[config.mk]
export PLATFORM = sky130hd
export DESIGN_NAME = debug_trigger_comparators
export DESIGN_NICKNAME = d
export VERILOG_FILES = /design/src/logic/debug_trigger_pkg.sv /design/src/logic/address_comparator.sv /design/src/logic/debug_trigger_comparators.sv
export VERILOG_INCLUDE_DIRS = /design/src /design/src/logic
export SDC_FILE = /design/constraint.sdc
export NUM_CORES = 1
export LEC_CHECK = 0
export ABC_AREA = 1
export BUFFER_PORTS_ARGS = -buffer_cell sky130_fd_sc_hd__buf_4
export CAP_MARGIN = 10
export CORE_ASPECT_RATIO = 1.25
export CORE_MARGIN = 2
export CORE_UTILIZATION = 45
export CTS_CLUSTER_SIZE = 25
export DETAILED_ROUTE_END_ITERATION = 6
export GPL_TIMING_DRIVEN = 0
export PLACE_DENSITY = 0.72
export SLEW_MARGIN = 20
export SYNTH_ARGS = -nofsm -noshare
export SYNTH_HDL_FRONTEND = slang
export SYNTH_HIERARCHICAL = 1
export SYNTH_SLANG_ARGS = --single-unit
[constraint.sdc]
create_clock -name clk -period 2.2 [get_ports clk]
set_input_delay 0.55 -clock clk [delete_from_list [all_inputs] [get_ports clk]]
set_output_delay 0.55 -clock clk [all_outputs]
set_load 0.01 [all_outputs]
[src/logic/debug_trigger_cfg.svh]
`ifndef DEBUG_TRIGGER_CFG_SVH
`define DEBUG_TRIGGER_CFG_SVH
// Byte offsets of the ten-byte debug space
`define OFS_COMP_A_HIGH 4'h0
`define OFS_COMP_A_LOW 4'h1
`define OFS_COMP_B_HIGH 4'h2
`define OFS_COMP_B_LOW 4'h3
`define OFS_FIFO_HIGH 4'h4
`define OFS_FIFO_LOW 4'h5
`define OFS_CONTROL 4'h6
`define OFS_TRIGGER 4'h7
`define OFS_STATUS 4'h8
`define OFS_FORCE_RESET 4'h9
`define COMP_RESET 8'h00
`define TRIGGER_RESET 8'h00
`define TRIGGER_MASK 8'hcf
`define TRG_TYPE_BIT 7
`define TRG_BEGIN_BIT 6
`define FORCE_RESET_BIT 0
`define FORCE_RESET_CYCLES 4'h4
`endif

[src/logic/debug_trigger_pkg.sv]
package debug_trigger_pkg;
    typedef enum logic [3:0] {
        MODE_A_ONLY = 4'h0,
        MODE_A_OR_B = 4'h1,
        MODE_A_THEN_B = 4'h2,
        MODE_EVENT_B = 4'h3,
        MODE_A_THEN_EVENT_B = 4'h4,
        MODE_A_AND_B_DATA = 4'h5,
        MODE_A_NOT_B_DATA = 4'h6,
        MODE_INSIDE = 4'h7,
        MODE_OUTSIDE = 4'h8
    } trigger_mode_t;
endpackage

[src/logic/address_comparator.sv]
`timescale 1ns/1ps
`include "debug_trigger_cfg.svh"
module address_comparator (
    input wire logic clk,
    input wire logic rst_n,
    input wire logic wrHigh,
    input wire logic wrLow,
    input wire logic [7:0] wrData,
    input wire logic [15:0] busAddr,
    output logic [15:0] compareValue,
    output logic equal,
    output logic below,
    output logic above
);
    always_ff @(posedge clk or negedge rst_n) begin
        if (!rst_n) begin
            compareValue[15:8] <= `COMP_RESET;
        end else if (wrHigh) begin
            compareValue[15:8] <= wrData;
        end
    end

    always_ff @(posedge clk or negedge rst_n) begin
        if (!rst_n) begin
            compareValue[7:0] <= `COMP_RESET;
        end else if (wrLow) begin
            compareValue[7:0] <= wrData;
        end
    end

    assign equal = (busAddr == compareValue);
    assign below = (busAddr < compareValue);
    assign above = (busAddr > compareValue);
endmodule // address_comparator

[src/logic/debug_trigger_comparators.sv]
`timescale 1ns/1ps
`include "debug_trigger_cfg.svh"
module debug_trigger_comparators (
    input wire logic clk,
    input wire logic rst_n,
    input wire logic [3:0] regAddr,
    input wire logic regWrite,
    input wire logic regRead,
    input wire logic [7:0] regWdata,
    output logic [7:0] regRdata,
    input wire logic debugWrite,
    input wire logic armed,
    input wire logic [7:0] fifoHigh,
    input wire logic [7:0] fifoLow,
    input wire logic [7:0] controlReg,
    input wire logic [7:0] statusReg,
    input wire logic busValid,
    input wire logic busIsData,
    input wire logic [15:0] busAddr,
    input wire logic opcodeExecuted,
    output logic tagRequest,
    output logic fifoTrigger,
    output logic beginTrace,
    output logic systemReset
);
    logic [7:0] trigger;
    logic [15:0] compA;
    logic [15:0] compB;
    logic eqA;
    logic eqB;
    logic belowA;
    logic aboveA;
    logic belowB;
    logic aboveB;
    logic seenA;
    logic rawMatch;
    logic tagMode;
    logic next_fifoTrigger;
    logic [3:0] resetCount;
    debug_trigger_pkg::trigger_mode_t mode;

    function automatic logic regHit(input logic [3:0] a, input logic [3:0] ofs);
        return a == ofs;
    endfunction

    function automatic logic eventOnly(input logic [3:0] m);
        return m == debug_trigger_pkg::MODE_EVENT_B || m == debug_trigger_pkg::MODE_A_THEN_EVENT_B;
    endfunction

    wire compWrite = regWrite && !armed;

    address_comparator compUnitA (
        .clk(clk),
        .rst_n(rst_n),
        .wrHigh(compWrite && regHit(regAddr, `OFS_COMP_A_HIGH)),
        .wrLow(compWrite && regHit(regAddr, `OFS_COMP_A_LOW)),
        .wrData(regWdata),
        .busAddr(busAddr),
        .compareValue(compA),
        .equal(eqA),
        .below(belowA),
        .above(aboveA)
    );

    address_comparator compUnitB (
        .clk(clk),
        .rst_n(rst_n),
        .wrHigh(compWrite && regHit(regAddr, `OFS_COMP_B_HIGH)),
        .wrLow(compWrite && regHit(regAddr, `OFS_COMP_B_LOW)),
        .wrData(regWdata),
        .busAddr(busAddr),
        .compareValue(compB),
        .equal(eqB),
        .below(belowB),
        .above(aboveB)
    );

    always_ff @(posedge clk or negedge rst_n) begin
        if (!rst_n) begin
            trigger <= `TRIGGER_RESET;
        end else if (regWrite && !armed && regHit(regAddr, `OFS_TRIGGER)) begin
            trigger <= regWdata & `TRIGGER_MASK;
        end
    end

    // Nine bytes mapped; the reset byte reads zero since it is write-only
    always_comb begin
        regRdata = 8'h00;
        if (regRead) begin
            case (regAddr)
                `OFS_COMP_A_HIGH: regRdata = compA[15:8];
                `OFS_COMP_A_LOW: regRdata = compA[7:0];
                `OFS_COMP_B_HIGH: regRdata = compB[15:8];
                `OFS_COMP_B_LOW: regRdata = compB[7:0];
                `OFS_FIFO_HIGH: regRdata = fifoHigh;
                `OFS_FIFO_LOW: regRdata = fifoLow;
                `OFS_CONTROL: regRdata = controlReg;
                `OFS_TRIGGER: regRdata = trigger;
                `OFS_STATUS: regRdata = statusReg;
                default: regRdata = 8'h00;
            endcase
        end
    end

    assign mode = debug_trigger_pkg::trigger_mode_t'(trigger[3:0]);
    assign tagMode = trigger[`TRG_TYPE_BIT];

    // A seen latch for the sequential modes; cleared when unarmed
    always_ff @(posedge clk or negedge rst_n) begin
        if (!rst_n) begin
            seenA <= 1'b0;
        end else if (!armed) begin
            seenA <= 1'b0;
        end else if (busValid && eqA) begin
            seenA <= 1'b1;
        end
    end

    always_comb begin
        rawMatch = 1'b0;
        case (mode)
            debug_trigger_pkg::MODE_A_ONLY: rawMatch = eqA;
            debug_trigger_pkg::MODE_A_OR_B: rawMatch = eqA || eqB;
            debug_trigger_pkg::MODE_A_THEN_B: rawMatch = seenA && eqB;
            debug_trigger_pkg::MODE_EVENT_B: rawMatch = eqB;
            debug_trigger_pkg::MODE_A_THEN_EVENT_B: rawMatch = seenA && eqB;
            debug_trigger_pkg::MODE_A_AND_B_DATA: rawMatch = eqA && busIsData;
            debug_trigger_pkg::MODE_A_NOT_B_DATA: rawMatch = eqA && busIsData && !eqB;
            debug_trigger_pkg::MODE_INSIDE: rawMatch = !belowA && !aboveB;
            debug_trigger_pkg::MODE_OUTSIDE: rawMatch = belowA || aboveB;
            default: rawMatch = 1'b0;
        endcase
        rawMatch = rawMatch && busValid && armed;
    end

    // Tag mode waits for the tracker's execute report instead of the access
    assign tagRequest = tagMode && rawMatch;
    assign next_fifoTrigger = tagMode ? opcodeExecuted : rawMatch;

    always_ff @(posedge clk or negedge rst_n) begin
        if (!rst_n) begin
            fifoTrigger <= 1'b0;
        end else begin
            fifoTrigger <= next_fifoTrigger;
        end
    end

    always_ff @(posedge clk or negedge rst_n) begin
        if (!rst_n) begin
            beginTrace <= 1'b0;
        end else begin
            beginTrace <= eventOnly(trigger[3:0]) || trigger[`TRG_BEGIN_BIT];
        end
    end

    // Reset held a few cycles so the whole system sees it
    always_ff @(posedge clk or negedge rst_n) begin
        if (!rst_n) begin
            resetCount <= 4'h0;
        end else if (debugWrite && regHit(regAddr, `OFS_FORCE_RESET)
                     && regWdata[`FORCE_RESET_BIT]) begin
            resetCount <= `FORCE_RESET_CYCLES;
        end else if (resetCount != 4'h0) begin
            resetCount <= resetCount - 4'h1;
        end
    end

    assign systemReset = (resetCount != 4'h0);
endmodule // debug_trigger_comparators

* Yosys cells after proc, flatten, opt, wreduce, memory -nomap -nowiden
Cells that the tools add are included.
** Cells by class
- Add/subtract/negate cells :: 1
- Magnitude comparators :: 2
- Equality and inequality tests :: 20
- Muxes and demuxes :: 8
- Reduce and logical (&&, ||, !) cells :: 29
** Operators by type and width (number)
- $pmux 8 s9 :: 1
- $eq 16x16->1 :: 2
- $eq 4x3->1 const B :: 8
- $eq 4x2->1 const B :: 4
- $gt 16x16->1 :: 1
- $logic_and 1x1->1 :: 16
- $lt 16x16->1 :: 1
- $eq 4x4->1 const B :: 3
- $eq 4x1->1 const B :: 2
- $logic_not 4->1 :: 2
- $mux 4 :: 2
- $mux 8 :: 1
- $pmux 1 s8 :: 1
- $logic_not 1->1 :: 4
- $logic_or 1x1->1 :: 4
- $reduce_bool 4->1 :: 1
- $sub 4x1->4 const B :: 1
- $mux 1 :: 3
- $ne 2x1->1 const B :: 1
- $reduce_bool 2->1 :: 1
- $reduce_or 2->1 :: 1
** Storage, ports and cells
- Bits in registers :: 45
- Output and inout bits :: 12
- Word-level logic and storage cells :: 69

* Longest topological paths before layout
Gate-level depths: netlist (run 1).
- Depth in word-level cells :: 7
- Depth in mapped cells :: 18

* By module
Netlist (run 1), hierarchy kept.
** Modules (own cells, without submodules)
- address_comparator :: instances 2, cells an instance 122, area each 992.2 um2, sequential area each 400.4 um2
- debug_trigger_comparators :: instances 1, cells an instance 253, area each 1347.5 um2, sequential area each 325.3 um2

* Worst setup path before layout (run 1)
Ideal clock, no wire load.
- Path type :: in2out
- Start :: in busAddr[15]
- End :: out tagRequest
- Arrival time :: 1.887 ns
- Data required time :: 1.650 ns
- Slack :: -0.237 ns
- Stages on the path :: 13
- Path buffers :: 0
- Cell sequence :: ha_1 -> nand2_1 -> nor2_2 -> nand2_1 -> nor2_1 -> a21oi_1 -> nor2_1 -> nand3_1 -> o21ai_0 -> nor2_1 -> nand2_1 -> nand2_1 -> nor2_1
** Between the ends
- Longest elaborated chain between the ends :: 7
- Elaborated cells between the ends (all ways) :: 17
- Those cells by class :: order compare (2); eq/ne (2); mux (1); reduce/logical (12)
** RTL lines
- start: declaration :: line debug_trigger_comparators.sv:19 : input wire logic [15:0] busAddr,
- $eq 16x16->1 * :: line address_comparator.sv:31 : assign equal = (busAddr == compareValue);
- named net eqB :: line debug_trigger_comparators.sv:30 : logic eqB;
- $logic_not 1->1 :: line debug_trigger_comparators.sv:128 : debug_trigger_pkg::MODE_A_NOT_B_DATA: rawMatch = eqA && busIsData && !eqB;
- $logic_and 1x1->1 :: line debug_trigger_comparators.sv:128
- $pmux 1 s8 * :: line debug_trigger_comparators.sv:121 : case (mode)
- $logic_and 1x1->1 * (2 in series) :: line debug_trigger_comparators.sv:133 : rawMatch = rawMatch && busValid && armed;
- $logic_and 1x1->1 * :: line debug_trigger_comparators.sv:137 : assign tagRequest = tagMode && rawMatch;
- end: declaration :: line debug_trigger_comparators.sv:21 : output logic tagRequest,
The timed path passes the listed nets; every way through them passes the cells marked *.

* Worst setup path in the final report (run 1)
- Start :: reg compUnitA.compareValue[6]
- End :: out tagRequest
** Between the ends
- Longest elaborated chain between the ends :: 7
- Elaborated cells between the ends (all ways) :: 12
- Those cells by class :: order compare (1); eq/ne (1); mux (1); reduce/logical (9)
** RTL lines
- start: declaration :: line address_comparator.sv:10 : output logic [15:0] compareValue,
- start signal: assignment :: line address_comparator.sv:25 : compareValue[7:0] <= `COMP_RESET;
- start signal: assignment :: line address_comparator.sv:27 : compareValue[7:0] <= wrData;
- $eq 16x16->1 * :: line address_comparator.sv:31
- named net eqA :: line debug_trigger_comparators.sv:29 : logic eqA;
- $logic_and 1x1->1 :: line debug_trigger_comparators.sv:127, debug_trigger_comparators.sv:128
- $logic_and 1x1->1 :: line debug_trigger_comparators.sv:128
- $pmux 1 s8 * :: line debug_trigger_comparators.sv:121
- $logic_and 1x1->1 * (2 in series) :: line debug_trigger_comparators.sv:133
- $logic_and 1x1->1 * :: line debug_trigger_comparators.sv:137
Marked as above.

==> impl_metrics.json, run 1 <==
{
  "clockBufferDepth": 2,
  "crit_required_ps": 1650,
  "detailed_place.area_um2": 4220,
  "gp_congestion": 0.918,
  "tritoncts": "built",
  "drc": 0,
  "clk_latency_ps": 300,
  "final_common_cell": "nand2_1",
  "cts-htree-levels": 2,
  "yosysWarnings": 6,
  "skew_ps": 3.10,
  "min_path_type": "primary input to async pin",
  "cts_buffers": 5,
  "cts_root_buf": "clkbuf_8",
  "cp_common_cell": "nand2_1",
  "io_buffers": 80,
  "timing.final.ws_setup_ps": -689,
  "clkTransAtPathRegs_ps": 90,
  "setup_viol": 3,
  "initial_core_util_pct": 45.7,
  "wl_per_cell_um": 15.5,
  "ant_nets": 0,
  "nets": 712,
  "synthCells": 495,
  "p_leak_nw": 2.47,
  "violations": "negative setup slack",
  "syn-num-nets": 598,
  "power.total_mw": 3.18,
  "stdcell_area_um2": 4930,
  "multiInputGateArea_um2": 2350,
  "power_density_nw_per_um2": 644,
  "postSynthAreaPerCell_um2": 6.71,
  "ff_latch_area_um2": 1130,
  "die_area_um2": 8090,
  "num_rows": 35,
  "n_antenna_cell": 0,
  "hold_viol_final": 0,
  "grt_pass1_wl_um": 16700,
  "critPathArrivalTime_ps": 2340,
  "critPathBufInv": 2,
  "start_kind": "flop",
  "core_um2": 7270,
  "dr.pass1.iters": 5,
  "fin_crit_sh_pct": 131,
  "whs_ps": 250,
  "drt_iter0_drc": 227,
  "cp_top_family": "simple AND/OR/NAND/NOR gates",
  "avgViaCountPerCell": 5.33,
  "cts_sinks": 45,
  "post-place-ws_ps": -644,
  "die_y_um": 100,
  "fillers": 627,
  "period_needed_ps": 2890,
  "ir_worst_vdd_mv": 0.403,
  "max_freq_ghz": 0.346,
  "final_layout_size_suffix_gt1_share_pct": 33.0,
  "crit_type": "flop to output port",
  "crit_path_end_kind": "output port",
  "hpwl_um": 8000,
  "critPathSlowestCell": "dfrtp_1",
  "mappedNetlistArea_um2": 3320,
  "antenna_found_initial": 0,
  "grt_pass1_vias": 3615,
  "wl_um": 10900,
  "grt_usage_pct": 27.1,
  "crit_path_max_incr_delay_ps": 370,
  "rsz0062_at_grt": "true",
  "syn2layout_area_growth_pct": 48.6,
  "vias": 3741,
  "ioPinCount": 81,
  "finish.utilization_pct": 67.9,
  "crit_chain": "inv_1 > ha_1 > nand2_2 > nor2_4 > nand4_1 > nor2_4 > nand2_1 > nor2_1 > nand2_1 > nand2_1 > nor2_1 > nand2_1 > nand2_2 > nor2_2 > buf_4",
  "die_width_um": 80.8,
  "cts_hold_buf": 0,
  "grt_overflow": 0,
  "crit_fanout": 3,
  "tightest_slew_ps": 1030,
  "grt_max_degree": 46,
  "max_cap_violations": 0,
  "slew_viol_final": 0,
  "status": "finished, violations left",
  "slew_headroom_pct": 30.6,
  "final_cell_mix": "nand2_1 (157), buf_4 (96), inv_1 (54)"
}
==> worst register-to-register path, stage by stage (launching register included) <==
cell     delay, ps
dfrtp_1        380
inv_2           60
ha_4           280
nand2_4         50
nor2_4         100
nand4_1        170
nor2_4         220
inv_2           60
nand3_2         60
nand2_1         50
nand2_1         50
nand2_1         60
nor2_1         110
nand2_1         80
buf_4          140
nand3_2         50
nand2_1         50
==> metal layers <==
layer	GRT usage [%]	up-vias	wire length [um]
li1	-	1798	-
met1	32.1	1740	4350
met2	49.0	165	5460
met3	3.06	38	572
met4	11.1	0	538
met5	0	-	0
==> path summary, 6_finish.rpt <==
path,from,slack (ps),cells after the start,end
max in group asynchronous,rst_n,1550,1,compUnitA/compareValue[13]
min reg2reg,trigger[7],480,2,fifoTrigger
max,compUnitA/compareValue[6],-690,15,tagRequest
min,rst_n,250,1,compUnitA/compareValue[9]
max reg2reg,compUnitB/compareValue[5],130,16,fifoTrigger
min in group clk,opcodeExecuted,450,3,fifoTrigger
==> where the power goes <==
group	switching [mW]	internal, mW
clock	0.302	0.370
sequential	0.138	1.03
combinational	0.733	0.606
==> area by class of cell <==
cell class	count	share of cell area (%)
clock buffer	6	1.67
clock inverter	2	0.761
sequential	45	22.8
buffer	5	0.685
inverter	74	6.44
multi-input combinational	371	47.6
timing repair buffer	107	17.7
tap	92	2.33
==> sequential cells by signal, indices dropped and copies added, names as in the netlist <==
register                flops
trigger                     6
seenA                       1
resetCount                  4
beginTrace                  1
compUnitA/compareValue     16
fifoTrigger                 1
compUnitB/compareValue     16
==> per-stage QoR <==
step	setup TNS, ps	std cells
3_3_place_gp	-4480	667
3_5_place_dp	-4910	667
5_1_grt	-1140	702
4_1_cts	-1090	699
2_1_floorplan	-131	495
6_report	-699	702
==> what timing repair did <==
item / 4_1_cts / 5_1_grt
setup buffers: 24 / 10
pin swaps: 27 / 31
setup endpoints to repair: 9 / 10
resized for setup: 49 / 61
Note: power is estimated with default switching activity, not from simulation.
==> run 2: changes to the inputs <==
--- a/config.mk
+++ b/config.mk
@@ -15,7 +15,7 @@
 export CTS_CLUSTER_SIZE = 25
 export DETAILED_ROUTE_END_ITERATION = 6
 export GPL_TIMING_DRIVEN = 0
-export PLACE_DENSITY = 0.72
+export PLACE_DENSITY = 0.69
 export SLEW_MARGIN = 20
 export SYNTH_ARGS = -nofsm -noshare
 export SYNTH_HDL_FRONTEND = slang
==> constraint.sdc (replaced) <==
create_clock -name clk -period 3.31 [get_ports clk]
set_input_delay 0.8275 -clock clk [delete_from_list [all_inputs] [get_ports clk]]
set_output_delay 0.8275 -clock clk [all_outputs]
set_load 0.01 [all_outputs]
==> impl_metrics.json, run 2 (synthesis results as in run 1) <==
{
  "status": "finished clean",
  "cts_sinks": 45,
  "cp_top_family": "simple AND/OR/NAND/NOR gates",
  "crit_type": "primary input to output port",
  "path_depth": 15,
  "ir_worst_vdd_mv": 0.283,
  "detailed_place.area_um2": 4040,
  "reg_top3": "compUnitA/compareValue x16, compUnitB/compareValue x16, trigger x6",
  "avgViaCountPerCell": 5.20,
  "ioPinCount": 81,
  "start_kind": "primary input",
  "clkTransAtPathRegs_ps": 90,
  "io_buffers": 80,
  "ff2ff_path_depth": 13,
  "final_layout_size_suffix_gt1_share_pct": 24.8,
  "crit_path_end": "tagRequest",
  "crit_required_ps": 2480,
  "timing.final.ws_setup_ps": 52.4,
  "drc": 0,
  "r2r-end": "fifoTrigger",
  "period_needed_ps": 3260,
  "clk_latency_ps": 300,
  "reg2reg_slack_ps": 1390,
  "cts_root_buf": "clkbuf_8",
  "grt_pass1_vias": 3439,
  "clockBufferDepth": 2,
  "hold_viol_final": 0,
  "n_antenna_cell": 0,
  "rsz0062_at_grt": "true",
  "critPathSlowestCell": "ha_4",
  "stdcell_area_um2": 4510,
  "die_area_um2": 8090,
  "syn2layout_area_growth_pct": 35.8,
  "grt_max_degree": 46,
  "gp_congestion": 0.947,
  "grt_overflow": 0,
  "grt_usage_pct": 26.1,
  "cp_common_cell": "nor2_1",
  "critPathArrivalTime_ps": 2430,
  "power.total_mw": 2.01,
  "slew_viol_final": 0,
  "drt_iter0_drc": 208,
  "grt_pass1_wl_um": 16200,
  "wl_um": 10400,
  "p_leak_nw": 2.34,
  "critPathBufInv": 2,
  "crit_path_end_kind": "output port",
  "wl_per_cell_um": 15.3,
  "core_um2": 7270,
  "cts-htree-levels": 2,
  "whs_ps": 492,
  "nets": 686,
  "skew_ps": 8.88,
  "crit_fanout": 4,
  "rr_startpoint": "compUnitA/compareValue[13]",
  "vias": 3513,
  "fin_crit_sh_pct": 98.4,
  "initial_core_util_pct": 45.7,
  "min_path_type": "flop to flop",
  "post-place-ws_ps": -129,
  "slew_headroom_pct": 49.0,
  "die_width_um": 80.8,
  "crit_chain": "buf_8 > ha_4 > nand2_4 > nor2_4 > nand4_1 > nor2_4 > a21oi_2 > nor2_1 > nand3_1 > o21ai_1 > nor2_1 > nand2_1 > nand2_1 > nor2_1 > buf_4",
  "hpwl_um": 8110,
  "die_y_um": 100,
  "setup_viol": 0,
  "cts_buffers": 5,
  "power_density_nw_per_um2": 446,
  "dr.pass1.iters": 5,
  "antenna_found_initial": 0,
  "tritoncts": "built",
  "crit_path_max_incr_delay_ps": 270,
  "final_common_cell": "nand2_1",
  "crit_start": "busAddr[5]",
  "max_freq_ghz": 0.307,
  "max_cap_violations": 0,
  "num_rows": 35,
  "final_cell_mix": "nand2_1 (163), buf_4 (78), inv_1 (70)",
  "tightest_slew_ps": 759,
  "ant_nets": 0
}
## run 2: changes by cell type in the layout (fill, tap and decap cells not counted), sizes merged
cell and delta:
buf -26, bufinv -1, clkbuf +1, clkinv -1
clkinvlp -1, inv +2
## run 2: metrics by stage
step	utilization, %	TNS, ps	std cells
after CTS	57.3	0	675
after detailed placement	55.5	-129	667
after global routing	62.0	-80.5	676
final	62.0	0	676
after floorplan	-	0	495
after global placement	55.5	-121	667
## run 2: cell type report
| type | count | area (um^2) |
|---|---|---|
| fill | 702 | 2760 |
| multi-input combinational | 371 | 2230 |
| sequential | 45 | 1130 |
| timing repair buffer | 81 | 623 |
| inverter | 74 | 278 |
| tap | 92 | 115 |
| clock buffer | 7 | 96.3 |
| buffer | 5 | 33.8 |
| clock inverter | 1 | 5.00 |
## run 2: worst min-delay path by stage
stage	start	end	depth (start not counted)
CTS	trigger[7]	fifoTrigger	2
finish	trigger[7]	fifoTrigger	2
detailed placement	trigger[7]	fifoTrigger	2
floorplan	trigger[7]	fifoTrigger	2
global route	trigger[7]	fifoTrigger	2
global placement	trigger[7]	fifoTrigger	2
## run 2: power by group
part	switching, mW	total, mW	internal [mW]
combinational	0.481	0.856	0.375
clock	0.192	0.381	0.189
sequential	0.0901	0.775	0.685
total	0.764	2.01	1.25
## run 2: timing repair
| item | 4_1_cts | 5_1_grt |
|---|---|---|
| pin swaps | 2 | 26 |
| hold buffers | 0 | 0 |
| gates resized for setup | 10 | 52 |
| endpoints found under the setup margin | 1 | 2 |
| setup buffers | 0 | 1 |
| endpoints found under the hold margin | 0 | 0 |
## run 2: worst reg2reg max path, cell delays in order (launching register included)
cell	delay [ps]
dfrtp_1	380
inv_1	110
ha_4	230
a21oi_1	170
o21ai_1	110
a21oi_2	200
and2_1	180
nor2_1	50
nand3_1	70
o21ai_1	60
nor2_1	80
nand2_1	70
nand3_1	70
nand2_1	50
## run 2: per-layer routing
layer  vias up  routed length [um]  global-route usage [%]
met2       121                5330                    47.0
met3        18                 539                    2.79
met5         -                   0                       0
met1      1634                4290                    33.1
li1       1740                   -                       -
met4         0                 213                    6.65
==> run 3: changes to the inputs <==
--- a/config.mk
+++ b/config.mk
@@ -6,11 +6,10 @@
 export SDC_FILE = /design/constraint.sdc
 export NUM_CORES = 1
 export LEC_CHECK = 0
-export ABC_AREA = 1
 export BUFFER_PORTS_ARGS = -buffer_cell sky130_fd_sc_hd__buf_4
 export CAP_MARGIN = 10
 export CORE_ASPECT_RATIO = 1.25
-export CORE_MARGIN = 2
+export CORE_MARGIN = 5
 export CORE_UTILIZATION = 45
 export CTS_CLUSTER_SIZE = 25
 export DETAILED_ROUTE_END_ITERATION = 6
==> impl_metrics.json, run 3 <==
{
  "cts_buffers": 5,
  "ioPinCount": 81,
  "yosysWarnings": 6,
  "cts_root_buf": "clkbuf_8",
  "period_needed_ps": 3890,
  "crit_required_ps": 2480,
  "core_um2": 7400,
  "tritoncts": "built",
  "io_buffers": 79,
  "timing.final.ws_setup_ps": -580,
  "final_cells": 576,
  "crit_path_end_kind": "output port",
  "reg_top3": "compUnitA/compareValue x16, compUnitB/compareValue x16, trigger x6",
  "final_cell_mix": "buf_4 (82), nand2_1 (49), dfrtp_1 (45)",
  "gp_congestion": 0.913,
  "tightest_slew_ps": 1010,
  "mappedNetlistArea_um2": 3440,
  "cp_top_family": "simple AND/OR/NAND/NOR gates",
  "fillers": 660,
  "crit_path_max_incr_delay_ps": 890,
  "syn2layout_area_growth_pct": 24.4,
  "slew_viol_final": 0,
  "max_cap_violations": 0,
  "wl_per_cell_um": 18.4,
  "die_width_um": 88.3,
  "fin_crit_sh_pct": 118,
  "num_rows": 35,
  "clockBufferDepth": 2,
  "n_antenna_cell": 0,
  "critPathBufInv": 2,
  "crit_type": "primary input to output port",
  "p_leak_nw": 1.99,
  "violations": "negative setup slack",
  "die_area_um2": 9520,
  "crit_fanout": 4,
  "final_layout_size_suffix_gt1_share_pct": 25.2,
  "vias": 3389,
  "grt_pass1_vias": 3326,
  "start_kind": "primary input",
  "wl_um": 10600,
  "status": "finished, violations left",
  "hold_viol_final": 0,
  "ant_nets": 0,
  "drc": 0,
  "post-place-ws_ps": -681,
  "critPathSlowestCell": "nor4_1",
  "cts-htree-levels": 2,
  "cp_common_cell": "buf_4",
  "antenna_found_initial": 0,
  "avgViaCountPerCell": 5.88,
  "grt_overflow": 0,
  "grt_usage_pct": 22.8,
  "drt_iter0_drc": 245,
  "max_freq_ghz": 0.257,
  "placedCellCount": 567,
  "final_common_cell": "buf_4",
  "nets": 586,
  "grt_max_degree": 46,
  "cts_hold_buf": 0,
  "critPathArrivalTime_ps": 3060,
  "crit_chain": "buf_4 > ha_1 > nand4_2 > nor4_1 > nand4b_1 > a21oi_1 > nor4_2 > nor3b_2 > buf_4",
  "whs_ps": 516,
  "postSynthAreaPerCell_um2": 8.70,
  "cts_sinks": 45,
  "ff_latch_area_um2": 1130,
  "skew_ps": 4.74,
  "slew_headroom_pct": 32.2,
  "rsz0062_at_grt": "true",
  "power_density_nw_per_um2": 444,
  "initial_core_util_pct": 46.5,
  "multiInputGateArea_um2": 2110,
  "synthCells": 396,
  "ir_worst_vdd_mv": 0.210,
  "die_y_um": 108,
  "setup_viol": 1,
  "clkTransAtPathRegs_ps": 80,
  "grt_pass1_wl_um": 16800,
  "syn-num-nets": 499,
  "power.total_mw": 1.90,
  "hpwl_um": 8570,
  "clk_latency_ps": 300,
  "dr.pass1.iters": 5,
  "min_path_type": "primary input to async pin"
}
==> run 3: timing repair <==
| action | 4_1_cts | 5_1_grt |
|---|---|---|
| pin swaps | 2 | 0 |
| setup buffers | 1 | 0 |
| resized for setup | 4 | 1 |
| endpoints found under the setup margin | 1 | 1 |
| cloned | 0 | 0 |
==> run 3: final timing paths <==
path / from / to / cells after the start / slack [ps]
setup / recovery: busAddr[15] / tagRequest / 9 / -580
hold / removal: rst_n / compUnitA/compareValue[5] / 1 / 520
setup reg to reg: compUnitA/compareValue[11] / fifoTrigger / 8 / 720
hold reg to reg: trigger[6] / beginTrace / 1 / 570
max in group asynchronous: rst_n / compUnitA/compareValue[15] / 1 / 2400
min in group clk: trigger[6] / beginTrace / 1 / 570
==> run 3: routing by layer <==
layer,up-vias,GRT usage (%),part of all wire (%)
met5,-,0,0
met4,0,8.75,3.1
met3,20,3.37,7.4
met2,162,36.5,47
met1,1600,30.7,43
li1,1607,-,-
==> run 3: power breakdown <==
group | switching [mW] | total (mW) | internal (mW)
registers | 0.107 | 0.796 | 0.688
logic | 0.417 | 0.777 | 0.361
clock network | 0.181 | 0.330 | 0.150
==> run 3: layout make-up <==
class	instances	share of cell area, %
Buffer	19	2.37
Clock buffer	7	1.78
Clock inverter	1	0.175
Inverter	40	3.50
Multi-Input combinational cell	292	49.2
Sequential cell	45	26.3
Tap cell	92	2.69
Timing Repair Buffer	80	14.0
==> run 3: worst register-to-register path, delay by kind of cell (launching register included) <==
kind,cells,cell delay (ps)
AND/OR/NAND/NOR,4,1300
AO/OA/AOI/OAI,2,420
flip-flops,1,380
adder cells (fa/ha/maj),1,320
buffers and inverters,1,80
==> run 3: per-stage QoR <==
step / cell area [um^2] / util, % / TNS [ps]
after floorplan: 3460 / - / -243
after global placement: 4160 / 56.3 / -675
after detailed placement: 4160 / 56.3 / -681
after CTS: 4280 / 57.9 / -567
after global routing: 4280 / 57.9 / -689
final: 4280 / 57.9 / -580
